File: src/sss_pkg.sv
// Package for the simple command sequencer: register map, opcodes, fields, timing.
// Assumes a 50 MHz core clock and an Avalon-MM slave with 32-bit data.
package sss_pkg;

  // Register byte offsets
  localparam logic [5:0] REG_CMD_OFS    = 6'h00; // Command: opcode[7:0], single-byte bit [8]
  localparam logic [5:0] REG_CTRL_OFS   = 6'h04; // Control: dma mode, halt bits
  localparam logic [5:0] REG_IDS_OFS    = 6'h08; // Own id [2:0], target id [10:8]
  localparam logic [5:0] REG_TMO_OFS    = 6'h0C; // Timeout period, units of 8 us
  localparam logic [5:0] REG_SYNC_OFS   = 6'h10; // Sync transfer: period [3:0], offset [7:4]
  localparam logic [5:0] REG_COUNT_OFS  = 6'h14; // Transfer count [11:0]
  localparam logic [5:0] REG_DATA_OFS   = 6'h18; // Data register [7:0]
  localparam logic [5:0] REG_AUX_OFS    = 6'h1C; // Aux flags (read only)
  localparam logic [5:0] REG_STAT_OFS   = 6'h20; // Status code, read clears irq

  // Opcodes
  localparam logic [7:0] OP_ABORT      = 8'h01;
  localparam logic [7:0] OP_DISCONNECT = 8'h04;
  localparam logic [7:0] OP_RESELECT   = 8'h05;
  localparam logic [7:0] OP_SEL_ATN    = 8'h06;
  localparam logic [7:0] OP_SEL_NOATN  = 8'h07;
  localparam logic [7:0] OP_RECV_BASE  = 8'h10;
  localparam logic [7:0] OP_SEND_BASE  = 8'h14;
  localparam logic [7:0] OP_XFER_LAST  = 8'h17;

  // Status codes
  localparam logic [7:0] ST_SUCCESS  = 8'h16;
  localparam logic [7:0] ST_PAUSED   = 8'h20;
  localparam logic [7:0] ST_TERMINAT = 8'h42;
  localparam logic [7:0] ST_SVC_REQ  = 8'h81;

  // Field positions
  localparam int SBT_BIT   = 8;
  localparam int DMA_LSB   = 0;
  localparam int HSP_BIT   = 4;
  localparam int HHP_BIT   = 5;
  localparam int HA_BIT    = 6;

  // Timing
  localparam int CLK_MHZ       = 50;
  localparam int ABORT_US      = 200;
  localparam int ABORT_CYC     = ABORT_US * CLK_MHZ;   // Least time, exact
  localparam int TMO_UNIT_US   = 8;
  localparam int TMO_UNIT_CYC  = TMO_UNIT_US * CLK_MHZ;
  localparam int ARB_US        = 3;
  localparam int ARB_CYC       = ARB_US * CLK_MHZ;     // Arbitration delay, least

  // Connection states
  typedef enum logic [1:0] {
    CONN_NONE, CONN_INIT, CONN_TARG
  } sss_conn_t;

  // Parallel bus pins (driven side): one bit each, except the eight data lines
  typedef struct packed {
    logic       sel;
    logic       atn;
    logic       bsy;
    logic       io;
    logic       cd;
    logic       msg;
    logic       req;
    logic [7:0] data;
    logic       dbp;
  } sss_bus_t;

endpackage : sss_pkg

File: src/sss_sequencer.sv
// Simple command sequencer: selection, reselection, target receive and send.
// Assumes an Avalon-MM master on core_clk_i and bus pins from outside the clock domain.
//
// Added by the designer: the Avalon-MM slave port and the placing of the registers.
`timescale 1ns/1ps

// Notes on behaviour
// - Select-with-attention accepted only when disconnected
// - Selected during arbitration gives service-required interrupt
// - Assert SEL, ATN, ids, then drop BSY
// - Timeout runs abort sequence, then terminated
// - Target BSY ends selection as initiator, success
// - Abort before connection gives paused status, disconnected
// - Select-without-attention never drives ATN
// - Reselect drives I/O, ends connected target
// - Receive opcodes drive phase lines, target only
// - Send opcodes drive phase lines, target only
// - Single-byte or zero count: one byte
// - Counter decrements per byte, zero means success
// - Halting receive parity error terminates, count kept
// - Halting host parity error terminates send
// - Halting attention, abort, disconnect, reset end transfers
// - Receive ready flag: set on arrival, clear
// - Send ready flag: clear on write, set
// - Synchronous only for data with offset
// - Abort sequence drops ids, waits 200 us
module sss_sequencer
  import sss_pkg::*;
#(
  parameter int ABORT_CYCLES = ABORT_CYC,
  parameter int TMO_UNIT     = TMO_UNIT_CYC
) (
  // Clock, enable, reset
  input  wire logic        core_clk_i,
  input  wire logic        clk_en_i,
  input  wire logic        rst_b_i,
  // Avalon-MM slave
  input  wire logic [5:0]  avs_address_i,
  input  wire logic        avs_read_i,
  input  wire logic        avs_write_i,
  input  wire logic [31:0] avs_writedata_i,
  output logic      [31:0] avs_readdata_o,
  output logic             avs_waitrequest_o,
  // Host-side parity of written data byte
  input  wire logic        host_parity_i,
  // Bus inputs
  input  wire logic        bus_bsy_i,
  input  wire logic        bus_sel_i,
  input  wire logic        bus_atn_i,
  input  wire logic        bus_ack_i,
  input  wire logic        bus_lost_i,
  input  wire logic [7:0]  bus_data_i,
  input  wire logic        bus_dbp_i,
  // Bus outputs and enables
  output sss_bus_t         bus_o,
  output logic             bus_data_oe_o,
  output logic             sync_mode_o,
  output logic             irq_o
);

  typedef enum logic [3:0] {
    S_IDLE, S_ARB, S_SELECT, S_WAIT, S_ABSEQ, S_XREQ, S_XACK, S_DONE
  } sss_state_t;

  // Sequencer state and the command in progress
  sss_state_t  state_r;
  sss_conn_t   conn_r;
  logic [7:0]  op_r;
  logic        sbt_r;
  // Software-written configuration
  logic [6:0]  ctrl_r;
  logic [2:0]  own_id_r;
  logic [2:0]  tgt_id_r;
  logic [7:0]  tmo_r;
  logic [7:0]  sync_r;
  // Transfer counter, data register and its ready flag
  logic [11:0] count_r;
  logic [7:0]  data_r;
  logic        dpar_r;
  logic        dbr_r;
  // Completion status and interrupt
  logic [7:0]  status_r;
  logic        irq_r;
  // Arbitration and timeout timer, abort counter; perr_r also marks an abort
  logic [31:0] timer_r;
  logic [31:0] ab_cnt_r;
  logic        perr_r;

  // Two-flop synchronisers for bus inputs
  logic [13:0] sync1_r;
  logic [13:0] sync2_r;
  wire  [13:0] pins_w = {bus_dbp_i, bus_data_i, bus_lost_i, bus_ack_i, bus_atn_i,
                         bus_sel_i, bus_bsy_i};
  // Synchronised pin levels, two cycles behind the pins
  wire         s_bsy  = sync2_r[0];
  wire         s_sel  = sync2_r[1];
  wire         s_atn  = sync2_r[2];
  wire         s_ack  = sync2_r[3];
  wire         s_lost = sync2_r[4];
  wire  [7:0]  s_data = sync2_r[12:5];
  wire         s_dbp  = sync2_r[13];

  // Bus decode; one-cycle wait on reads so read data comes from flip-flops
  logic rd_pend_r;
  // Writes take effect at the edge they are seen; only reads wait
  wire  wr_en    = clk_en_i & avs_write_i;
  wire  rd_done  = clk_en_i & avs_read_i & rd_pend_r;
  wire  wr_cmd   = wr_en & (avs_address_i == REG_CMD_OFS);
  wire  wr_ctrl  = wr_en & (avs_address_i == REG_CTRL_OFS);
  wire  wr_ids   = wr_en & (avs_address_i == REG_IDS_OFS);
  wire  wr_tmo   = wr_en & (avs_address_i == REG_TMO_OFS);
  wire  wr_sync  = wr_en & (avs_address_i == REG_SYNC_OFS);
  wire  wr_count = wr_en & (avs_address_i == REG_COUNT_OFS);
  wire  wr_data  = wr_en & (avs_address_i == REG_DATA_OFS);
  wire  rd_data  = rd_done & (avs_address_i == REG_DATA_OFS);
  wire  rd_stat  = rd_done & (avs_address_i == REG_STAT_OFS);
  assign avs_waitrequest_o = avs_read_i & ~rd_pend_r;

  // Command decode
  wire  [7:0] new_op   = avs_writedata_i[7:0];
  wire        is_sel   = (new_op == OP_SEL_ATN) | (new_op == OP_SEL_NOATN) |
                         (new_op == OP_RESELECT);
  wire        is_xfer  = (new_op >= OP_RECV_BASE) & (new_op <= OP_XFER_LAST);
  wire        go_sel   = wr_cmd & is_sel & (conn_r == CONN_NONE) & (state_r == S_IDLE);
  wire        go_xfer  = wr_cmd & is_xfer & (conn_r == CONN_TARG) & (state_r == S_IDLE);
  wire        do_abort = wr_cmd & (new_op == OP_ABORT);
  wire        do_disc  = wr_cmd & (new_op == OP_DISCONNECT);
  wire        sending  = op_r[2];                    // Opcodes 14..17 send
  wire        in_sel   = (state_r == S_SELECT) | (state_r == S_WAIT) | (state_r == S_ABSEQ);
  wire        in_xfer  = (state_r == S_XREQ) | (state_r == S_XACK);
  wire        halt_atn = in_xfer & ctrl_r[HA_BIT] & s_atn;
  wire        rx_perr  = ~sending & ctrl_r[HSP_BIT] & ~(^{s_data, s_dbp});
  // A zero count behaves like the single-byte bit
  wire        last_b   = sbt_r | (count_r <= 12'h001);
  // A zero timeout register disables the timeout; target BSY or abort is then the only way out
  wire [31:0] tmo_cyc  = 32'(tmo_r) * 32'(TMO_UNIT);
  wire        tmo_hit  = (tmo_r != 8'h00) & (timer_r >= tmo_cyc);
  // Both directions want an empty flag: receive has room, send has a fresh byte
  wire        byte_rdy = ~dbr_r;
  // Bad host parity on the waiting byte; REQ is held back so the byte never leaves
  wire        tx_perr  = sending & ~dbr_r & (dpar_r == ^data_r) & ctrl_r[HHP_BIT];
  // Arbitration won: delay run out and the bus not lost to another device
  wire        arb_won  = (state_r == S_ARB) & (timer_r >= 32'(ARB_CYC)) & ~s_lost;
  // Aux flags word, as software polls it
  wire [7:0]  aux_w    = {irq_r, in_sel | in_xfer, perr_r, 1'b0, conn_r, 1'b0, dbr_r};

  // Synchroniser flops
  // Reset clears the chain so no false BSY or ACK edge follows reset
  always_ff @(posedge core_clk_i) begin
    if (!rst_b_i) begin
      sync1_r <= 14'h0000;
      sync2_r <= 14'h0000;
    end else if (clk_en_i) begin
      sync1_r <= pins_w;
      sync2_r <= sync1_r;
    end
  end

  // Software-written configuration
  always_ff @(posedge core_clk_i) begin
    if (!rst_b_i) begin
      ctrl_r <= 7'h00;
      own_id_r <= 3'h7;
      tgt_id_r <= 3'h0;
      tmo_r <= 8'h00;
      sync_r <= 8'h00;
      rd_pend_r <= 1'b0;
    end else if (clk_en_i) begin
      // Read wait state toggles, so back-to-back reads each wait once
      rd_pend_r <= avs_read_i & ~rd_pend_r;
      if (wr_ctrl) ctrl_r <= avs_writedata_i[6:0];
      if (wr_ids) begin
        own_id_r <= avs_writedata_i[2:0];
        tgt_id_r <= avs_writedata_i[10:8];
      end
      if (wr_tmo) tmo_r <= avs_writedata_i[7:0];
      if (wr_sync) sync_r <= avs_writedata_i[7:0];
    end
  end

  // Read data mux, registered
  always_ff @(posedge core_clk_i) begin
    if (!rst_b_i) begin
      avs_readdata_o <= 32'h0000_0000;
    end else if (clk_en_i && avs_read_i) begin
      case (avs_address_i)
        REG_CMD_OFS:   avs_readdata_o <= {23'h0, sbt_r, op_r};
        REG_CTRL_OFS:  avs_readdata_o <= {25'h0, ctrl_r};
        REG_IDS_OFS:   avs_readdata_o <= {21'h0, tgt_id_r, 5'h0, own_id_r};
        REG_TMO_OFS:   avs_readdata_o <= {24'h0, tmo_r};
        REG_SYNC_OFS:  avs_readdata_o <= {24'h0, sync_r};
        REG_COUNT_OFS: avs_readdata_o <= {20'h0, count_r};
        REG_DATA_OFS:  avs_readdata_o <= {24'h0, data_r};
        REG_AUX_OFS:   avs_readdata_o <= {24'h0, aux_w};
        REG_STAT_OFS:  avs_readdata_o <= {24'h0, status_r};
        default:       avs_readdata_o <= 32'h0000_0000;
      endcase
    end
  end

  // Sequencer: state, counters, data register and ready flag
  always_ff @(posedge core_clk_i) begin
    if (!rst_b_i) begin
      state_r <= S_IDLE;
      conn_r <= CONN_NONE;
      op_r <= 8'h00;
      sbt_r <= 1'b0;
      count_r <= 12'h000;
      data_r <= 8'h00;
      dpar_r <= 1'b0;
      dbr_r <= 1'b0;
      status_r <= 8'h00;
      irq_r <= 1'b0;
      timer_r <= 32'h0000_0000;
      ab_cnt_r <= 32'h0000_0000;
      perr_r <= 1'b0;
    end else if (clk_en_i) begin
      // Status read clears the interrupt; a new event the same cycle wins below
      if (rd_stat) irq_r <= 1'b0;
      if (wr_count) count_r <= avs_writedata_i[11:0];
      // Data register write by software; the host parity bit rides along
      if (wr_data) begin
        data_r <= avs_writedata_i[7:0];
        dpar_r <= host_parity_i;
        if (sending) dbr_r <= 1'b0;
      end
      if (rd_data && !sending) dbr_r <= 1'b0;
      // Accepted selection: arbitration timer starts from zero
      if (go_sel) begin
        op_r <= new_op;
        timer_r <= 32'h0000_0000;
        state_r <= S_ARB;
      end
      // Accepted transfer: flag starts empty for receive, ready for send
      if (go_xfer) begin
        op_r <= new_op;
        sbt_r <= avs_writedata_i[SBT_BIT];
        dbr_r <= new_op[2];
        perr_r <= 1'b0;
        state_r <= S_XREQ;
      end
      case (state_r)
        // Idle: commands start from the decode above
        S_IDLE: begin
        end
        // Arbitration: a selection by another device wins over our own
        S_ARB: begin
          timer_r <= timer_r + 32'h1;
          if (s_sel && !s_bsy) begin
            state_r <= S_DONE;
            status_r <= ST_SVC_REQ;
            irq_r <= 1'b1;
          end else if (do_abort) begin
            state_r <= S_DONE;
            status_r <= ST_PAUSED;
            irq_r <= 1'b1;
          end else if (arb_won) begin
            timer_r <= 32'h0000_0000;
            state_r <= S_SELECT;
          end
        end
        // One cycle with SEL, ATN and ids up while BSY is still held
        S_SELECT: begin
          timer_r <= 32'h0000_0000;
          state_r <= S_WAIT;
        end
        // BSY released; wait for the target, bounded by the timeout
        S_WAIT: begin
          timer_r <= timer_r + 32'h1;
          ab_cnt_r <= 32'h0000_0000;
          if (s_bsy) begin
            conn_r <= (op_r == OP_RESELECT) ? CONN_TARG : CONN_INIT;
            status_r <= ST_SUCCESS;
            irq_r <= 1'b1;
            state_r <= S_DONE;
          end else if (tmo_hit || do_abort) begin
            perr_r <= do_abort;
            state_r <= S_ABSEQ;
          end
        end
        // Ids off, SEL kept; a late BSY still counts as success
        S_ABSEQ: begin
          ab_cnt_r <= ab_cnt_r + 32'h1;
          if (s_bsy) begin
            conn_r <= (op_r == OP_RESELECT) ? CONN_TARG : CONN_INIT;
            status_r <= ST_SUCCESS;
            irq_r <= 1'b1;
            state_r <= S_DONE;
          end else if (ab_cnt_r >= 32'(ABORT_CYCLES)) begin
            status_r <= perr_r ? ST_PAUSED : ST_TERMINAT;
            perr_r <= 1'b0;
            irq_r <= 1'b1;
            state_r <= S_DONE;
          end
        end
        // Transfer: REQ while the flag is clear, byte on ACK, count on ACK drop
        S_XREQ, S_XACK: begin
          if (do_disc) begin
            conn_r <= CONN_NONE;
            state_r <= S_IDLE;
          end else if (do_abort || halt_atn) begin
            status_r <= ST_PAUSED;
            irq_r <= 1'b1;
            state_r <= S_DONE;
          end else if (state_r == S_XREQ) begin
            if (tx_perr) begin
              status_r <= ST_TERMINAT;
              irq_r <= 1'b1;
              state_r <= S_DONE;
            end else if (s_ack && byte_rdy) begin
              if (!sending && rx_perr) begin
                perr_r <= 1'b1;
                status_r <= ST_TERMINAT;
                irq_r <= 1'b1;
                state_r <= S_DONE;
              end else begin
                if (!sending) begin
                  data_r <= s_data;
                  dbr_r <= 1'b1;
                end else begin
                  dbr_r <= 1'b1;
                end
                state_r <= S_XACK;
              end
            end
          end else if (!s_ack) begin
            if (last_b) begin
              count_r <= (count_r == 12'h000) ? 12'h000 : count_r - 12'h001;
              status_r <= ST_SUCCESS;
              irq_r <= 1'b1;
              state_r <= S_DONE;
            end else begin
              count_r <= count_r - 12'h001;
              state_r <= S_XREQ;
            end
          end
        end
        // One cycle for the interrupt to show before idle
        S_DONE: begin
          state_r <= S_IDLE;
        end
        default: state_r <= S_IDLE;
      endcase
      // Disconnect outside a transfer drops the connection, no interrupt
      if (do_disc && !in_xfer && conn_r != CONN_NONE) begin
        conn_r <= CONN_NONE;
        state_r <= S_IDLE;
      end
    end
  end

  // Pin drive: ids stay on the data lines only while selecting
  wire drive_ids = (state_r == S_SELECT) | (state_r == S_WAIT);
  // Selection id bits: own and target, one-hot on the data lines
  wire [7:0] id_bits = (8'h01 << own_id_r) | (8'h01 << tgt_id_r);
  always_comb begin
    bus_o = '0;
    bus_o.sel = (state_r == S_SELECT) | (state_r == S_WAIT) | (state_r == S_ABSEQ);
    bus_o.atn = bus_o.sel & (op_r == OP_SEL_ATN);
    // BSY held through the select cycle, so SEL and ids are up before it drops
    bus_o.bsy = arb_won | (state_r == S_SELECT) | (conn_r == CONN_TARG);
    // Phase lines follow opcode bits: io from bit 2, cd from ~bit 0, msg from bit 1
    bus_o.io  = (bus_o.sel & (op_r == OP_RESELECT)) | (in_xfer & op_r[2]);
    bus_o.cd  = in_xfer & ~op_r[0];
    bus_o.msg = in_xfer & op_r[1];
    bus_o.req = (state_r == S_XREQ) & ~dbr_r & ~tx_perr;
    // Data lines show ids while selecting, else the data register
    bus_o.data = drive_ids ? id_bits : data_r;
    bus_o.dbp = ~(^bus_o.data);
  end
  assign bus_data_oe_o = drive_ids | (in_xfer & sending);
  // Only data phases run synchronously, and only with a nonzero offset
  assign sync_mode_o = in_xfer & ~op_r[1] & op_r[0] & (sync_r[7:4] != 4'h0);
  assign irq_o = irq_r;

endmodule : sss_sequencer

File: config.mk
export PLATFORM = sky130hd
export DESIGN_NAME = sss_sequencer
export DESIGN_NICKNAME = d
export VERILOG_FILES = /design/src/sss_pkg.sv /design/src/sss_sequencer.sv
export SDC_FILE = /design/constraint.sdc
export NUM_CORES = 1
export LEC_CHECK = 0
export BUFFER_PORTS_ARGS = -buffer_cell sky130_fd_sc_hd__buf_2
export CORE_MARGIN = 3
export CORE_UTILIZATION = 55
export DETAILED_ROUTE_END_ITERATION = 6
export PLACE_DENSITY = 0.75
export RECOVER_POWER = 100
export SLEW_MARGIN = 5
export SYNTH_ARGS = -nofsm -noshare
export SYNTH_HDL_FRONTEND = slang
export SYNTH_SLANG_ARGS = --single-unit
File: constraint.sdc
create_clock -name core_clk_i -period 5.05 [get_ports core_clk_i]
set_input_delay 0.505 -clock core_clk_i [delete_from_list [all_inputs] [get_ports core_clk_i]]
set_output_delay 0.505 -clock core_clk_i [all_outputs]
set_load 0.02 [all_outputs]
After elaboration in Yosys (flattened, before gate mapping)
Cells that the tools add are included.
{"block": "word_totals", "regBits": 201, "input_bits": 58, "output_inout_bits": 52, "word_cells": 274}
{"block": "op_classes", "add_sub_neg": 3, "n_mul": 1, "order_cmp": 6, "n_eq_ne": 33, "shift": 2, "n_mux": 104, "bitwise_logic": 63, "n_reduce_logical": 40}
{"operator": "8-bit two-way mux", "count": 25}
{"operator": "32-bit two-way mux", "count": 4}
{"operator": "12-bit case mux with 9 select lines", "count": 1}
{"operator": "12-bit two-way mux", "count": 8}
{"operator": "32-bit case mux with 3 select lines", "count": 1}
{"operator": "32-bit by 1-bit adder with 32-bit output (second input constant)", "count": 2}
{"operator": "4-bit two-way mux", "count": 16}
{"operator": "32-bit case mux with 2 select lines", "count": 1}
{"operator": "8-bit by 3-bit equality test with 1-bit output (second input constant)", "count": 6}
{"operator": "1-bit bitwise AND", "count": 42}
{"operator": "1-bit two-way mux", "count": 37}
{"operator": "32-bit by 14-bit greater-or-equal comparator with 1-bit output (second input constant)", "count": 1}
{"operator": "32-bit by 17-bit greater-or-equal comparator with 1-bit output", "count": 1}
{"operator": "32-bit by 8-bit greater-or-equal comparator with 1-bit output (second input constant)", "count": 1}
{"operator": "8-bit case mux with 4 select lines", "count": 1}
{"operator": "6-bit by 5-bit equality test with 1-bit output (second input constant)", "count": 4}
{"operator": "4-bit case mux with 6 select lines", "count": 1}
{"operator": "2-bit AND reduction", "count": 9}
{"operator": "8-bit XOR reduction", "count": 2}
{"operator": "1-bit by 3-bit left shift with 8-bit output (first input constant)", "count": 2}
{"operator": "8-bit by 5-bit multiplier with 13-bit output (second input constant)", "count": 1}
{"operator": "4-bit by 3-bit equality test with 1-bit output (second input constant)", "count": 3}
{"operator": "6-bit by 4-bit equality test with 1-bit output (second input constant)", "count": 2}
{"operator": "12-bit by 1-bit <= comparator with 1-bit output (second input constant)", "count": 1}
{"operator": "39 further kinds", "count": 80}

Depth between registers and ports, before layout
{"block": "depth", "depth_word": 15, "mapped_depth": 21, "mapped_depth_nobuf": 21}

Worst setup path before layout
No wires, ideal clock.
{"block": "synth_path", "path_kind": "reg-to-reg", "startpoint": "reg tmo_r[3]", "endpoint": "reg state_r[0]", "setup_ps": 142, "arrival_ps": 4222, "required_time_ps": 4908, "setup_slack_ps": 686, "stages_incl_launch_ff": 21, "path_buffers": 0, "period_less_slack_ps": 4364, "path_cell_list": "dfxtp_1 > inv_1 > ha_1 > ha_1 > fa_1 > ha_1 > nor2b_1 > o21ai_0 > a21oi_1 > o21a_1 > nor2_1 > o21ai_0 > xnor2_1 > ha_1 > nand3_1 > nor4_1 > o41ai_1 > a31oi_1 > o21ai_0 > a221oi_1 > a311oi_1"}
{"block": "synth_between", "elab_chain_len": 8, "elab_cells_between_ends": 9, "cone_classes": "mul: 1; order compare: 1; mux: 4; bitwise: 1; reduce/logical: 2"}
{"element": "from (decl)", "line_no": "sss_sequencer.sv:74", "rtl": "logic [7:0] tmo_r;"}
{"element": "from (signal assigned)", "line_no": "sss_sequencer.sv:176", "rtl": "if (wr_tmo) tmo_r <= avs_writedata_i[7:0];"}
{"element": "8-bit by 5-bit multiplier with 13-bit output", "line_no": "sss_sequencer.sv:136", "rtl": "wire [31:0] tmo_cyc = 32'(tmo_r) * 32'(TMO_UNIT);"}
{"element": "32-bit by 17-bit greater-or-equal comparator with 1-bit output", "line_no": "sss_sequencer.sv:137", "rtl": "wire tmo_hit = (tmo_r != 8'h00) & (timer_r >= tmo_cyc);"}
{"element": "1-bit bitwise AND (*)", "line_no": "sss_sequencer.sv:137"}
{"element": "1-bit logical OR (*)", "line_no": "sss_sequencer.sv:276", "rtl": "end else if (tmo_hit || do_abort) begin"}
{"element": "4-bit two-way mux (*)", "line_no": "sss_sequencer.sv:276"}
{"element": "4-bit two-way mux (*)", "line_no": "sss_sequencer.sv:271", "rtl": "if (s_bsy) begin"}
{"element": "4-bit case mux with 6 select lines (*)", "line_no": "sss_sequencer.sv:242", "rtl": "case (state_r)"}
{"element": "4-bit two-way mux (*)", "line_no": "sss_sequencer.sv:345", "rtl": "if (do_disc && !in_xfer && conn_r != CONN_NONE) begin"}
{"element": "to (signal assigned)", "line_no": "sss_sequencer.sv:275", "rtl": "state_r <= S_DONE;"}
{"element": "to (signal assigned)", "line_no": "sss_sequencer.sv:278", "rtl": "state_r <= S_ABSEQ;"}
{"element": "to (signal assigned)", "line_no": "sss_sequencer.sv:347", "rtl": "state_r <= S_IDLE;"}
{"element": "to (decl)", "line_no": "sss_sequencer.sv:66", "rtl": "sss_state_t state_r;"}
Every way passes the cells marked *; elsewhere a longest branch is shown, timed or not.
A chain may end at the register's enable or synchronous reset.

Worst setup path after layout
{"block": "layout_path", "startpoint": "reg tmo_r[2]", "endpoint": "reg state_r[0]"}
The elaborated chain is that of the path after synthesis.

==> flow_metrics.tcl <==
set metrics [dict create \
    status "finished with violations" \
    failed_checks "DRC, capacitance limit, slew limit" \
    ios 110 \
    gr-total-overflow 0 \
    die_height_um 144.5 \
    cts.clk_slew.worst_paths_ns 0.07 \
    switching_share_pct 25.79 \
    clkSinkCount 178 \
    cp_max_fo 5 \
    ys_top_cells_by_count "dfxtp_1, nor2_1, nand2_1, nand3_1, a21oi_1" \
    syn_area_per_cell_um2 8.330 \
    power_switching_uw 754.1 \
    cts-root-buf "clkbuf_16" \
    finish.instance_area_mm2 0.01144 \
    h-tree-depth 4 \
    final.min_clock_period_ns 4.714 \
    max_freq_mhz 212.1 \
    hold_ws_ns 0.3039 \
    dp_hpwl_um 19800 \
    p_per_area_mw_per_mm2 255.6 \
    vias_per_cell 6.063 \
    final_core_util_pct 60.95 \
    nNetsFinal 1413 \
    vias 9380 \
    yosysSeqAreaShare_pct 33.76 \
    row_count 50 \
    die-area_mm2 0.02089 \
    synth-seq-cells 178 \
    grtUsageMet2_pct 40.36 \
    p_int_uw 2170 \
    grt_pass1_wl_um 43960 \
    drive_gt1_share_pct 9.444 \
    drt-total-wl_um 27590 \
    antenna_cells 0 \
    die_x_um 144.5 \
    power_frac_seq_pct 48.9 \
    comb_power_share_pct 6.3 \
    start_util_pct 56.23 \
    slew_headroom_pct -111.1 \
    cp.arrival_ns 5.01 \
    drv_cap 3 \
    use_met1_pct 38.15 \
    vdd_drop_max_mv 0.2314 \
    layout_worst_path_cycle_share_pct 93.35 \
    synth_ff_type "dfxtp_1" \
    cts.repair.resized 0 \
    design.core.area_mm2 0.01877 \
    synth.top_cell.area_share_pct 33.76 \
    criticalPathCategory "reg -> reg" \
    grt.met3_usage_pct 5.489 \
    drc 7 \
    synth_edf_count 0 \
    cts_hold_buf 0 \
    synth_top_area_cell "dfxtp_1" \
    drt-wirelength-per-cell_um 17.83 \
    holdCritPathClass "in -> reg" \
    grt_usage_pct 26.43 \
    synth.most_common_cell "dfxtp_1" \
    worst_pin_slew_ns 3.133 \
    cellLeakagePower_uw 0.004441 \
    numPortBuffers 69 \
    maxSlewViolCount 115 \
    antenna_found_initial 0 \
    place_area_mm2 0.01095 \
    cts_buffers 17 \
    clkPwrFrac_pct 44.8 \
    busiest_layer "met2" \
    postCtsSetupBuffers 0 \
    endpoint_kind "flop" \
    cts_tree "yes" \
    ant_nets 0 \
    grt_max_degree 47 \
    clkLatencyLatePin_ns 0.44 \
    dr.first_iter.drc_count 1253 \
    yosysWarnings 0 \
    cts_buffer_depth 2 \
    firstDrtPassIters 7 \
    setup_violations 0 \
    required_ns 5.35 \
    final_hold_viol_count 0 \
    syn_area_mm2 0.01055 \
    async_flop_share_pct 0 \
    gp_congestion 0.9493 \
    netlist-cell-type-count 89 \
    finClkSkew_ns 0.01055 \
    grt_pass1_vias 8436 \
    startpoint_type "flop" \
    area_growth_pct 8.382 \
    yosys-top-cells-area "dfxtp_1, nor2_1, ha_1, mux2i_1, xor2_1" \
    synth_cells 1267 \
]
## logic make-up after synthesis
group | after synthesis | share of synthesized area, %
AO/OA/AOI/OAI | 230 | 15.07
XOR/XNOR | 82 | 7.362
adder cells (fa/ha/maj) | 55 | 6.734
buffers and inverters | 143 | 6.212
flip-flops | 178 | 33.76
multiplexers | 52 | 5.430
other | 1 | 0.03553
AND/OR/NAND/NOR | 526 | 25.39
## worst max-delay path, stage by stage, from the launching register on
cell	delay [ns]
dfxtp_2	0.38
inv_1	0.08
ha_1	0.27
ha_1	0.31
fa_1	0.46
ha_1	0.34
nor2b_1	0.15
o21ai_2	0.12
a21oi_1	0.10
o21a_1	0.17
nor2_1	0.15
o21ai_0	0.13
xnor2_1	0.14
ha_1	0.31
nand3_1	0.14
nor4_2	0.29
o41ai_1	0.12
a31oi_2	0.34
o21ai_1	0.12
a221oi_2	0.30
a311oi_1	0.14
## final timing paths
check | startpoint | end | slack (ns) | cells after the start
setup / recovery | tmo_r[2]$_SDFFE_PN0P_ | state_r[0]$_SDFFE_PN0P_ | 0.34 | 20
hold reg to reg | avs_readdata_o[8]$_SDFFE_PN0P_ | avs_readdata_o[8]$_SDFFE_PN0P_ | 0.46 | 2
setup reg to reg | tmo_r[2]$_SDFFE_PN0P_ | state_r[0]$_SDFFE_PN0P_ | 0.34 | 20
hold / removal | bus_data_i[6] | sync1_r[11]$_SDFFE_PN0P_ | 0.30 | 3
## stage by stage
step	std cells	TNS [ns]	power [µW]	setup slack [ns]
finish	1547	0	2924	0.3356
global route	1547	-0.02012	3017	-0.02012
CTS	1547	0	2949	0.08140
detailed placement	1515	0	1645	0.1000
global placement	1515	0	1643	0.2394
floorplan	1286	0	1596	0.6860
## cells in the final DEF, fill, tap and decap left out, types with 36 or more instances in the layout
| cell | instances |
|---|---|
| dfxtp_1 | 177 |
| nor2_1 | 175 |
| nand2_1 | 102 |
| nand3_1 | 80 |
| a21oi_1 | 54 |
| inv_1 | 53 |
| ha_1 | 52 |
| xor2_1 | 50 |
| o21ai_0 | 47 |
| mux2i_1 | 46 |
| buf_2 | 38 |
| clkbuf_1 | 36 |
## flip-flops by register name (all words and copies together) (netlist names)
signal,flops
ab_cnt_r,32
timer_r,32
sync1_r,14
sync2_r,14
avs_readdata_o,12
count_r,12
data_r,8
op_r,8
sync_r,8
tmo_r,8
ctrl_r,7
status_r,5
state_r,4
own_id_r,3
tgt_id_r,3
conn_r,2
dbr_r,1
dpar_r,1
irq_o,1
perr_r,1
rd_pend_r,1
sbt_r,1
## layout make-up
| class | count | area [µm²] |
|---|---|---|
| sequential | 178 | 3565 |
| timing repair buffer | 85 | 409.1 |
| clock inverter | 14 | 141.4 |
| tap | 234 | 292.8 |
| inverter | 53 | 198.9 |
| fill | 1713 | 7330 |
| multi-input combinational | 965 | 6402 |
| clock buffer | 18 | 429.2 |
## metal layers
metal	routed length (µm)	share of wire [%]
met1	12190	44
met2	12360	45
met3	2508	9.1
met4	535	1.9
met5	0	0
## power by group through the flow
stage	sequential [µW]	combinational, µW	clock [µW]
2_1_floorplan	1460	141	0
4_1_cts	1430	183	1340
3_5_place_dp	1460	183	0
5_1_grt	1430	199	1390
3_3_place_gp	1460	181	0
6_report	1430	185	1310
(Power assumes the default switching activity.)
